$ cat config.mk
export PLATFORM = sky130hd
export DESIGN_NAME = irq_gating_pc_stack
export DESIGN_NICKNAME = d
export VERILOG_FILES = /design/src/include/irq_pc_pkg.sv /design/src/hw/return_stack.sv /design/src/hw/irq_gating_pc_stack.sv
export SDC_FILE = /design/constraint.sdc
export NUM_CORES = 1
export LEC_CHECK = 0
export BUFFER_PORTS_ARGS = -buffer_cell sky130_fd_sc_hd__buf_2
export CAP_MARGIN = 20
export CORE_MARGIN = 3
export CORE_UTILIZATION = 40
export CTS_CLUSTER_DIAMETER = 100
export DETAILED_ROUTE_END_ITERATION = 16
export HOLD_SLACK_MARGIN = 0.08
export PLACE_DENSITY = 0.6
export SLEW_MARGIN = 25
export SYNTH_ARGS = -nofsm -noshare
export SYNTH_HDL_FRONTEND = slang
export SYNTH_SLANG_ARGS = --single-unit
$ cat constraint.sdc
create_clock -name clk -period 5.1 [get_ports clk]
set_clock_uncertainty 0.2 [all_clocks]
set_input_delay 0.51 -clock clk [delete_from_list [all_inputs] [get_ports clk]]
set_output_delay 0.51 -clock clk [all_outputs]
set_load 0.02 [all_outputs]
$ cat src/include/irq_pc_pkg.sv
// Shared constants and types for the interrupt gating and program counter unit
package irq_pc_pkg;

  // Bus geometry
  localparam int          AXI_ADDR_W         = 12;
  localparam int          AXI_DATA_W         = 32;
  localparam int          IDX_LSB            = 2;
  localparam int          IDX_MSB            = 9;

  // Register indices; byte address is four times the index
  localparam logic [7:0]  IDX_PC_LOW         = 8'h02;
  localparam logic [7:0]  IDX_PC_HIGH_LATCH  = 8'h0A;
  localparam logic [7:0]  IDX_IRQ_CONTROL    = 8'h0B;
  localparam logic [7:0]  IDX_PERIPH_FLAGS   = 8'h0C;
  localparam logic [7:0]  IDX_IRQ_CONTROL_B1 = 8'h8B;
  localparam logic [7:0]  IDX_PERIPH_ENABLES = 8'h8C;
  localparam logic [7:0]  IDX_EDGE_CONTROL   = 8'h90;

  // Interrupt control field positions
  localparam int          GLOBAL_EN_BIT      = 7;
  localparam int          PERIPH_EN_BIT      = 6;
  localparam int          TIMER_EN_BIT       = 5;
  localparam int          EXT_EN_BIT         = 4;
  localparam int          CHANGE_EN_BIT      = 3;
  localparam int          TIMER_FLAG_BIT     = 2;
  localparam int          EXT_FLAG_BIT       = 1;
  localparam int          CHANGE_FLAG_BIT    = 0;
  localparam int          CONVERTER_BIT      = 6;
  localparam int          EDGE_SELECT_BIT    = 0;

  // Reset values
  localparam logic [7:0]  IRQ_CONTROL_RST    = 8'h00;
  localparam logic        CONVERTER_RST      = 1'b0;
  localparam logic [4:0]  HIGH_LATCH_RST     = 5'h00;
  localparam logic        EDGE_SELECT_RST    = 1'b1;
  localparam logic [12:0] PC_RST             = 13'h0000;

  // Program counter and stack geometry
  localparam int          PC_W               = 13;
  localparam int          TARGET_W           = 11;
  localparam int          LATCH_W            = 5;
  localparam int          STACK_DEPTH        = 8;
  localparam int          CHANGE_PINS        = 3;

  // Bus responses
  localparam logic [1:0]  RESP_OKAY          = 2'b00;
  localparam logic [1:0]  RESP_SLVERR        = 2'b10;

  // Sequencer commands
  typedef enum logic [2:0] {
    SEQ_NONE       = 3'b000,
    SEQ_ADVANCE    = 3'b001,
    SEQ_JUMP       = 3'b010,
    SEQ_CALL       = 3'b011,
    SEQ_RETURN     = 3'b100,
    SEQ_IRQ_BRANCH = 3'b101
  } seq_op_type;

  typedef struct packed {
    seq_op_type          op;
    logic [TARGET_W-1:0] target;
  } seq_cmd_type;

  // One-cycle event pulses from on-chip sources
  typedef struct packed {
    logic timer_overflow;
    logic converter_done;
  } irq_event_type;

endpackage : irq_pc_pkg

$ cat src/hw/return_stack.sv
// Eight-entry circular return address stack
`timescale 1ns/1ps
`default_nettype none

module return_stack
  import irq_pc_pkg::*;
#(
  parameter int DEPTH = STACK_DEPTH,
  parameter int WIDTH = PC_W
) (
  input  wire logic             clk,
  input  wire logic             rst,
  input  wire logic             push,
  input  wire logic             pop,
  input  wire logic [WIDTH-1:0] push_data,
  output logic      [WIDTH-1:0] top_value
);

  localparam int PTR_W = $clog2(DEPTH);

  typedef struct packed {
    logic [DEPTH-1:0][WIDTH-1:0] mem;
    logic [PTR_W-1:0]            ptr;
  } stack_state_type;

  stack_state_type state_reg;
  stack_state_type state_next;

  ////////////////////////////////////////////////////////////////////////////
  // Next state; pointer wraps silently, no overflow or underflow status
  always_comb begin
    state_next = state_reg;
    if (push) begin
      for (int i = 0; i < DEPTH; i++) begin
        if (state_reg.ptr == PTR_W'(i)) begin
          state_next.mem[i] = push_data;
        end
      end
      state_next.ptr = state_reg.ptr + 1'b1;
    end else if (pop) begin
      state_next.ptr = state_reg.ptr - 1'b1;
    end
  end

  // State register
  always_ff @(posedge clk or posedge rst) begin
    if (rst) begin
      state_reg <= '0;
    end else begin
      state_reg <= state_next;
    end
  end

  // Most recent entry; after excess pops this is simply an older slot
  assign top_value = state_reg.mem[PTR_W'(state_reg.ptr - 1'b1)];

  ////////////////////////////////////////////////////////////////////////////
  // Checks
  a_push_wraps_round: assert property (@(posedge clk) disable iff (rst)
    push && state_reg.ptr == PTR_W'(DEPTH - 1) |=> state_reg.ptr == '0)
    else $error("stack pointer did not wrap after last slot");

  a_push_then_top: assert property (@(posedge clk) disable iff (rst)
    push |=> top_value == $past(push_data))
    else $error("pushed value not on top of stack");

endmodule : return_stack

`default_nettype wire

$ cat src/hw/irq_gating_pc_stack.sv
// Interrupt gating, program counter and return stack with an AXI4-Lite slave
//
// The AXI4-Lite slave port is this design's own decision.
`timescale 1ns/1ps
`default_nettype none

// Behaviour
// - interrupt control register at two indices; enables bits 7..3, flags bits 2..0
// - each flag sets on its condition regardless of any enable bit
// - peripheral interrupts need the peripheral enable bit besides their own enable
// - peripheral enable register holds only converter-done enable at bit 6
// - peripheral flag register holds peripheral source flags at its own index
// - call or accepted interrupt branch pushes the current program counter
// - program counter is 13 bits; only low byte is software visible
// - writing the low byte loads upper bits from high latch bits 4..0
// - call or jump takes latch bits 4..3; instruction gives the rest
// - reset clears the whole program counter
// - return stack has eight 13-bit entries outside program and data space
// - stack pointer has no software access of any kind
// - plain return, literal return and interrupt return pop into the counter
// - push and pop leave the high latch unchanged
// - stack is circular; ninth push overwrites the first entry
// - no overflow or underflow status; wrap and excess pops are silent
// - external flag sets on rising edge if select is one, else falling
// - pin-change flag follows any change on the three change pins
module irq_gating_pc_stack
  import irq_pc_pkg::*;
#(
  parameter logic [PC_W-1:0] IRQ_VECTOR = 13'h0004
) (
  input  wire logic                   clk,
  input  wire logic                   rst,
  input  wire logic [AXI_ADDR_W-1:0]  awaddr,
  input  wire logic                   awvalid,
  output logic                        awready,
  input  wire logic [AXI_DATA_W-1:0]  wdata,
  input  wire logic [3:0]             wstrb,
  input  wire logic                   wvalid,
  output logic                        wready,
  output logic [1:0]                  bresp,
  output logic                        bvalid,
  input  wire logic                   bready,
  input  wire logic [AXI_ADDR_W-1:0]  araddr,
  input  wire logic                   arvalid,
  output logic                        arready,
  output logic [AXI_DATA_W-1:0]       rdata,
  output logic [1:0]                  rresp,
  output logic                        rvalid,
  input  wire logic                   rready,
  input  wire seq_cmd_type            seq_cmd,
  input  wire irq_event_type          irq_events,
  input  wire logic                   ext_pin,
  input  wire logic [CHANGE_PINS-1:0] pin_change_pins,
  output logic [PC_W-1:0]             pc_value,
  output logic                        irq_request
);

  typedef struct packed {
    logic [7:0]             irq_control;
    logic                   converter_done_irq_enable;
    logic                   converter_done_flag;
    logic [LATCH_W-1:0]     pc_high_latch;
    logic                   ext_edge_select;
    logic [PC_W-1:0]        pc;
    logic [2:0]             ext_sync;
    logic [CHANGE_PINS-1:0] chg_sync1;
    logic [CHANGE_PINS-1:0] chg_sync2;
    logic [CHANGE_PINS-1:0] chg_prev;
    logic                   aw_held;
    logic [7:0]             aw_idx;
    logic                   aw_ok;
    logic                   w_held;
    logic [7:0]             w_data;
    logic                   w_lane0;
    logic                   bvalid;
    logic [1:0]             bresp;
    logic                   rvalid;
    logic [7:0]             rdata;
    logic [1:0]             rresp;
  } state_type;

  state_type       state_reg;
  state_type       state_next;
  logic            wr_fire;
  logic            wr_do;
  logic            pcl_write;
  logic            ext_event;
  logic            change_event;
  logic            stack_push;
  logic            stack_pop;
  logic [PC_W-1:0] stack_top;

  ////////////////////////////////////////////////////////////////////////////
  // Address decode helpers

  // Mapped register index, aligned word inside the 1 KiB window
  function automatic logic addr_ok(input logic [AXI_ADDR_W-1:0] addr);
    logic [7:0] idx;
    logic       hit;
    idx = addr[IDX_MSB:IDX_LSB];
    hit = 1'b0;
    if (idx == IDX_PC_LOW) begin
      hit = 1'b1;
    end else if (idx == IDX_PC_HIGH_LATCH) begin
      hit = 1'b1;
    end else if (idx == IDX_IRQ_CONTROL || idx == IDX_IRQ_CONTROL_B1) begin
      hit = 1'b1;
    end else if (idx == IDX_PERIPH_FLAGS || idx == IDX_PERIPH_ENABLES) begin
      hit = 1'b1;
    end else if (idx == IDX_EDGE_CONTROL) begin
      hit = 1'b1;
    end
    return hit && addr[AXI_ADDR_W-1:IDX_MSB+1] == '0 && addr[IDX_LSB-1:0] == '0;
  endfunction : addr_ok

  // Read value; the stack pointer is deliberately never mapped
  function automatic logic [7:0] read_mux(input state_type s, input logic [7:0] idx);
    logic [7:0] v;
    v = 8'h00;
    if (idx == IDX_PC_LOW) begin
      v = s.pc[7:0];
    end else if (idx == IDX_PC_HIGH_LATCH) begin
      v = {3'b000, s.pc_high_latch};
    end else if (idx == IDX_IRQ_CONTROL || idx == IDX_IRQ_CONTROL_B1) begin
      v = s.irq_control;
    end else if (idx == IDX_PERIPH_FLAGS) begin
      v[CONVERTER_BIT] = s.converter_done_flag;
    end else if (idx == IDX_PERIPH_ENABLES) begin
      v[CONVERTER_BIT] = s.converter_done_irq_enable;
    end else if (idx == IDX_EDGE_CONTROL) begin
      v[EDGE_SELECT_BIT] = s.ext_edge_select;
    end
    return v;
  endfunction : read_mux

  ////////////////////////////////////////////////////////////////////////////
  // Event detection on synchronised pins
  always_comb begin
    ext_event = state_reg.ext_edge_select ?
                (state_reg.ext_sync[1] & ~state_reg.ext_sync[2]) :
                (~state_reg.ext_sync[1] & state_reg.ext_sync[2]);
    change_event = |(state_reg.chg_sync2 ^ state_reg.chg_prev);
  end

  // Bus handshakes; address and data are taken independently
  assign awready = ~state_reg.aw_held & ~state_reg.bvalid;
  assign wready  = ~state_reg.w_held & ~state_reg.bvalid;
  assign arready = ~state_reg.rvalid;
  assign wr_fire = state_reg.aw_held & state_reg.w_held & ~state_reg.bvalid;
  assign wr_do   = wr_fire & state_reg.aw_ok & state_reg.w_lane0;
  assign pcl_write = wr_do && state_reg.aw_idx == IDX_PC_LOW;

  // Stack control from the sequencer
  assign stack_push = seq_cmd.op == SEQ_CALL || seq_cmd.op == SEQ_IRQ_BRANCH;
  assign stack_pop  = seq_cmd.op == SEQ_RETURN;

  ////////////////////////////////////////////////////////////////////////////
  // Next state
  always_comb begin
    state_next = state_reg;

    // Two-stage synchronisers, then one history stage for edges
    state_next.ext_sync  = {state_reg.ext_sync[1], state_reg.ext_sync[0], ext_pin};
    state_next.chg_sync1 = pin_change_pins;
    state_next.chg_sync2 = state_reg.chg_sync1;
    state_next.chg_prev  = state_reg.chg_sync2;

    // Write address and data capture
    if (awvalid && awready) begin
      state_next.aw_held = 1'b1;
      state_next.aw_idx  = awaddr[IDX_MSB:IDX_LSB];
      state_next.aw_ok   = addr_ok(awaddr);
    end
    if (wvalid && wready) begin
      state_next.w_held  = 1'b1;
      state_next.w_data  = wdata[7:0];
      state_next.w_lane0 = wstrb[0];
    end

    // Response once both halves are in
    if (wr_fire) begin
      state_next.aw_held = 1'b0;
      state_next.w_held  = 1'b0;
      state_next.bvalid  = 1'b1;
      state_next.bresp   = state_reg.aw_ok ? RESP_OKAY : RESP_SLVERR;
    end else if (state_reg.bvalid && bready) begin
      state_next.bvalid = 1'b0;
    end

    // Register writes; the latch only ever changes here
    if (wr_do) begin
      if (state_reg.aw_idx == IDX_PC_HIGH_LATCH) begin
        state_next.pc_high_latch = state_reg.w_data[LATCH_W-1:0];
      end else if (state_reg.aw_idx == IDX_IRQ_CONTROL ||
                   state_reg.aw_idx == IDX_IRQ_CONTROL_B1) begin
        state_next.irq_control = state_reg.w_data;
      end else if (state_reg.aw_idx == IDX_PERIPH_FLAGS) begin
        state_next.converter_done_flag = state_reg.w_data[CONVERTER_BIT];
      end else if (state_reg.aw_idx == IDX_PERIPH_ENABLES) begin
        state_next.converter_done_irq_enable = state_reg.w_data[CONVERTER_BIT];
      end else if (state_reg.aw_idx == IDX_EDGE_CONTROL) begin
        state_next.ext_edge_select = state_reg.w_data[EDGE_SELECT_BIT];
      end
    end

    // Events set flags after software writes, so a set beats a clear
    if (irq_events.timer_overflow) begin
      state_next.irq_control[TIMER_FLAG_BIT] = 1'b1;
    end
    if (ext_event) begin
      state_next.irq_control[EXT_FLAG_BIT] = 1'b1;
    end
    if (change_event) begin
      state_next.irq_control[CHANGE_FLAG_BIT] = 1'b1;
    end
    if (irq_events.converter_done) begin
      state_next.converter_done_flag = 1'b1;
    end

    // Program counter; sequencer commands take priority over a low-byte write
    case (seq_cmd.op)
      SEQ_ADVANCE: begin
        state_next.pc = state_reg.pc + 13'h0001;
      end
      SEQ_JUMP, SEQ_CALL: begin
        state_next.pc = {state_reg.pc_high_latch[4:3], seq_cmd.target};
      end
      SEQ_RETURN: begin
        state_next.pc = stack_top;
      end
      SEQ_IRQ_BRANCH: begin
        state_next.pc = IRQ_VECTOR;
      end
      default: begin
        if (pcl_write) begin
          // No carry out of the low byte; upper bits always from the latch
          state_next.pc = {state_reg.pc_high_latch, state_reg.w_data};
        end
      end
    endcase

    // Read channel, answered one cycle after the address is taken
    if (arvalid && arready) begin
      state_next.rvalid = 1'b1;
      state_next.rdata  = addr_ok(araddr) ? read_mux(state_reg, araddr[IDX_MSB:IDX_LSB]) : 8'h00;
      state_next.rresp  = addr_ok(araddr) ? RESP_OKAY : RESP_SLVERR;
    end else if (state_reg.rvalid && rready) begin
      state_next.rvalid = 1'b0;
    end
  end

  // State register; every reset clears the counter
  always_ff @(posedge clk or posedge rst) begin
    if (rst) begin
      state_reg                           <= '0;
      state_reg.irq_control               <= IRQ_CONTROL_RST;
      state_reg.converter_done_irq_enable <= CONVERTER_RST;
      state_reg.converter_done_flag       <= CONVERTER_RST;
      state_reg.pc_high_latch             <= HIGH_LATCH_RST;
      state_reg.ext_edge_select           <= EDGE_SELECT_RST;
      state_reg.pc                        <= PC_RST;
    end else begin
      state_reg <= state_next;
    end
  end

  ////////////////////////////////////////////////////////////////////////////
  // Return stack; its pointer has no port toward the bus
  return_stack #(
    .DEPTH (STACK_DEPTH),
    .WIDTH (PC_W)
  ) u_stack (
    .clk       (clk),
    .rst       (rst),
    .push      (stack_push),
    .pop       (stack_pop),
    .push_data (state_reg.pc),
    .top_value (stack_top)
  );

  ////////////////////////////////////////////////////////////////////////////
  // Outputs
  assign bvalid   = state_reg.bvalid;
  assign bresp    = state_reg.bresp;
  assign rvalid   = state_reg.rvalid;
  assign rresp    = state_reg.rresp;
  assign rdata    = {24'h000000, state_reg.rdata};
  assign pc_value = state_reg.pc;

  // Request gating; peripheral sources pass an extra enable
  assign irq_request = state_reg.irq_control[GLOBAL_EN_BIT] & (
      (state_reg.irq_control[TIMER_EN_BIT]  & state_reg.irq_control[TIMER_FLAG_BIT])  |
      (state_reg.irq_control[EXT_EN_BIT]    & state_reg.irq_control[EXT_FLAG_BIT])    |
      (state_reg.irq_control[CHANGE_EN_BIT] & state_reg.irq_control[CHANGE_FLAG_BIT]) |
      (state_reg.irq_control[PERIPH_EN_BIT] & state_reg.converter_done_irq_enable &
       state_reg.converter_done_flag));

  ////////////////////////////////////////////////////////////////////////////
  // Checks
  a_pc_after_reset: assert property (@(posedge clk) disable iff (rst)
    $past(rst) |-> pc_value == PC_RST)
    else $error("program counter not zero after reset");

  a_low_byte_load: assert property (@(posedge clk) disable iff (rst)
    pcl_write && seq_cmd.op == SEQ_NONE |=>
      pc_value == {$past(state_reg.pc_high_latch), $past(state_reg.w_data)})
    else $error("low byte write loaded wrong counter value");

  a_jump_upper_bits: assert property (@(posedge clk) disable iff (rst)
    seq_cmd.op == SEQ_JUMP |=>
      pc_value == {$past(state_reg.pc_high_latch[4:3]), $past(seq_cmd.target)})
    else $error("jump did not take latch bits 4 and 3");

  a_call_return_pair: assert property (@(posedge clk) disable iff (rst)
    seq_cmd.op == SEQ_CALL ##1 seq_cmd.op == SEQ_RETURN |=> pc_value == $past(pc_value, 2))
    else $error("return did not restore pushed counter");

  a_latch_kept_stack: assert property (@(posedge clk) disable iff (rst)
    (stack_push || stack_pop) && !wr_do |=> $stable(state_reg.pc_high_latch))
    else $error("stack operation disturbed the high latch");

  a_timer_flag_sets: assert property (@(posedge clk) disable iff (rst)
    irq_events.timer_overflow |=> state_reg.irq_control[TIMER_FLAG_BIT])
    else $error("timer event did not set its flag");

  a_global_blocks: assert property (@(posedge clk) disable iff (rst)
    !state_reg.irq_control[GLOBAL_EN_BIT] |-> !irq_request)
    else $error("request raised with global enable clear");

  a_periph_gated: assert property (@(posedge clk) disable iff (rst)
    !state_reg.irq_control[PERIPH_EN_BIT] &&
    !(state_reg.irq_control[TIMER_EN_BIT] && state_reg.irq_control[TIMER_FLAG_BIT]) &&
    !(state_reg.irq_control[EXT_EN_BIT] && state_reg.irq_control[EXT_FLAG_BIT]) &&
    !(state_reg.irq_control[CHANGE_EN_BIT] && state_reg.irq_control[CHANGE_FLAG_BIT])
      |-> !irq_request)
    else $error("peripheral request passed without peripheral enable");

  a_ext_rising_flag: assert property (@(posedge clk) disable iff (rst)
    state_reg.ext_edge_select && state_reg.ext_sync[1] && !state_reg.ext_sync[2]
      |=> state_reg.irq_control[EXT_FLAG_BIT])
    else $error("rising edge did not set external flag");

  a_enable_reads_zero: assert property (@(posedge clk) disable iff (rst)
    arvalid && arready && araddr == AXI_ADDR_W'({IDX_PERIPH_ENABLES, 2'b00})
      |=> rvalid && rdata[7] == 1'b0 && rdata[5:0] == 6'h00)
    else $error("unimplemented enable bits read nonzero");

  a_bvalid_holds: assert property (@(posedge clk) disable iff (rst)
    bvalid && !bready |=> bvalid && $stable(bresp))
    else $error("write response dropped before taken");

endmodule : irq_gating_pc_stack

`default_nettype wire

==> flow_summary_export.csv <==
group,metric,value,unit
cells_and_area,area_delta_synth_final,12.66,%
floorplanning,std_cell_rows,53,
run_status,outcome,"finished, final reports clean",
floorplanning,initial_core_util,41.44,%
routing,avgRoutedWirePerCell,18.89,um
routing,via_per_inst,5.374,
clock_tree,cts_tree,"built",
power_and_ir_drop,p_leak,4.463,nW
timing,whs,0.1103,ns
global_routing,antenna_found_initial,1,
synthesis,synth_seq_area_share,50.92,%
synthesis,synth_edf_count,0,
synthesis,synthTopCellsByArea,"dfrtp_1 (51%), mux2_2 (16%), mux4_2 (6.6%)",
hold_path,min_path_type,"input port to register",
global_routing,grt_pass1_vias,5798,
timing,maxSlewViolCount,0,
synthesis,ys_ff_latch,180,
clock_tree,cts_resized,0,
critical_path,start_kind,"register",
critical_path,path_max_fanout,20,
place,dp_hpwl,13840,um
floorplanning,core_area,21350,sq um
synthesis,synthArstFlopShare,100.0,%
routing,drtIter0Drc,424,
hold_path,min_path_cells,2,
synthesis,synth_cells,728,
floorplanning,die_h,154.7,um
routing,postRouteAntennaNets,0,
cells_and_area,fill_cells,1981,
power_and_ir_drop,powerDensity,527.6,nW/um^2
clock_tree,cts_buffer_depth,2,
clock_tree,post_cts_buffers,0,
critical_path,crit_path_end_kind,"register",
synthesis,netlist_top_cells_count,"dfrtp_1 (179), mux2_2 (122), nand2_1 (64), buf_4 (49), o21ai_0 (40)",
clock_tree,insertion_delay,0.43,ns
critical_path,rr_worst_depth,7,
global_routing,grt_overflow_total,0,
critical_path,critical_path_class,"register to register",
floorplanning,die_x,154.7,um
synthesis,synth.distinct_cells,60,
timing,slew_headroom,32.54,%
timing,fmaxAchievable,323.0,MHz
critical_path,slowest_stage,"ha_1",
synthesis,synthFlopType,"dfrtp_1",
floorplanning,dieArea,23940,sq um
clock_tree,path_clk_slew,0.07,ns
clock_tree,cts.sinks,180,
critical_path,crit_chain,"inv_1 > ha_1 > buf_4 > mux4_2 > a22oi_1 > o211a_1 > a31oi_1",
synthesis,synth_top_area_share,50.62,%
place,io_buffers,88,
flow_run,maxCapViolations,0,
routing,first_pass_iters,5,
critical_path,arrival,3.19,ns
synthesis,synthesis.yosys.warnings,0,
critical_path,cpPeakStageDelay,0.97,ns
clock_tree,htreeDepth,4,
timing,setup_viol,0,
synthesis,syn_area_per_cell,12.15,sq um
critical_path,critPathBufInv,2,
global_routing,grt_pass1_wl,32690,um
place,place.gp.congestion,0.8408,
cells_and_area,drive_above_1_share,35.29,%
timing,min_period_over_period,60.71,%
timing,finalHoldViolCount,0,
floorplanning,pin_count,142,
routing,vias,5777,
timing,tns,0,ns
global_routing,grt_max_degree,181,
cells_and_area,fin_nets,881,
routing,drc_errors,0,
power_and_ir_drop,ir_worst_vdd,209.2,uV
synthesis,mappedNetlistArea,8848,sq um
critical_path,required,5.19,ns
routing,drt-total-wl,20310,um
global_routing,grtUsageTotal,17.48,%
synthesis,yosysMostFrequentCell,"dfrtp_1",
timing,fin_crit,3.096,ns
clock_tree,numCtsBuffers,17,
critical_path,crit_family,"adder cells",
synthesis,yosys.area.top_type,"dfrtp_1",
clock_tree,root_buffer,"clkbuf_16",
clock_tree,cts_hold_buf,8,
timing,rsz0062_at_grt,"false",
critical_path,path_depth,7,
timing,tightest_slew,1.012,ns
power_and_ir_drop,p_total,5.260,mW
cells_and_area,largest_register_ffs,107,
## cell type report
type | instances | area, sq um | area share, %
sequential | 180 | 4507 | 45.21
multi-input combinational | 471 | 3862 | 38.75
timing repair buffer | 102 | 600.6 | 6.025
clock buffer | 20 | 466.7 | 4.682
tap | 275 | 344.1 | 3.452
clock inverter | 12 | 128.9 | 1.293
inverter | 14 | 56.30 | 0.5648
antenna | 1 | 2.502 | 0.02510
## per-layer routing
metal | track usage [%] | share of wire, % | vias up | wire, um
met1 | 24.44 | 45 | 2944 | 9196
li1 | - | - | 2668 | -
met3 | 3.218 | 4.5 | 19 | 908
met4 | 4.752 | 1.2 | 0 | 245
met5 | 0 | 0 | - | 0
met2 | 28.20 | 49 | 146 | 9961
## report_power, final
part,switching [mW],internal [mW],total [mW],leakage (nW)
registers,0.382,1.93,2.31,2.23
clock network,0.552,0.761,1.31,0.300
logic,0.729,0.906,1.63,1.93
## layout by cell type (no fill, tap or decap), drive strengths merged, types with 3 or more instances in the layout
master	instances
a21o	4
a21oi	22
a22o	12
a22oi	4
a31oi	3
and2	5
and3	4
buf	93
clkbuf	20
clkinv	9
conb	26
dfrtp	179
dlygate4sd3	9
ha	8
inv	14
mux2	122
mux2i	8
mux4	26
nand2	64
nand2b	3
nand3	14
nand4	5
nor2	16
nor2b	10
nor3	13
nor4	5
o211a	3
o211ai	3
o21a	5
o21ai	40
xnor2	8
xor2	6
## cell families (layout without fill, tap and decap cells)
family	after synthesis	count (layout)	synth area share [%]
flip-flops	180	180	50.92
adder cells (fa/ha/maj)	8	8	1.131
other	1	27	0.04238
AO/OA/AOI/OAI	118	118	8.711
buffers and inverters	102	148	6.519
XOR/XNOR	14	14	1.386
multiplexers	156	156	23.05
AND/OR/NAND/NOR	149	149	8.244
## worst reg2reg max path, cell delays in order, from the launching register on
cell,delay [ns]
dfrtp_1,0.40
inv_1,0.11
ha_1,0.97
buf_4,0.36
mux4_2,0.52
a22oi_1,0.19
o211a_1,0.19
a31oi_1,0.04
## path summary, 6_finish.rpt
kind / startpoint / to / slack [ns]
min in group asynchronous: rst / state_next[39]$_DFF_PP0_ / 0.50
setup reg to reg: u_stack.state_reg[1]$_DFFE_PP0P_ / pc_value[11]$_DFFE_PP0P_ / 2.00
max in group asynchronous: rst / u_stack.state_reg[0]$_DFFE_PP0P_ / 3.28
hold / removal: wstrb[0] / state_reg[14]$_DFFE_PP0P_ / 0.11
setup / recovery: u_stack.state_reg[1]$_DFFE_PP0P_ / pc_value[11]$_DFFE_PP0P_ / 2.00
hold reg to reg: state_next[38]$_DFF_PP0_ / state_next[35]$_DFF_PP0_ / 0.15
## stage by stage
step	utilization [%]	cells	area, sq um	setup WS [ns]
finish	46.68	1075	9968	2.004
global placement	43.32	1032	9250	1.987
global route	46.68	1075	9968	1.808
CTS	46.48	1072	9926	1.963
detailed placement	43.32	1032	9250	1.987
floorplan	-	753	8946	1.844
(Power assumes the default switching activity.)
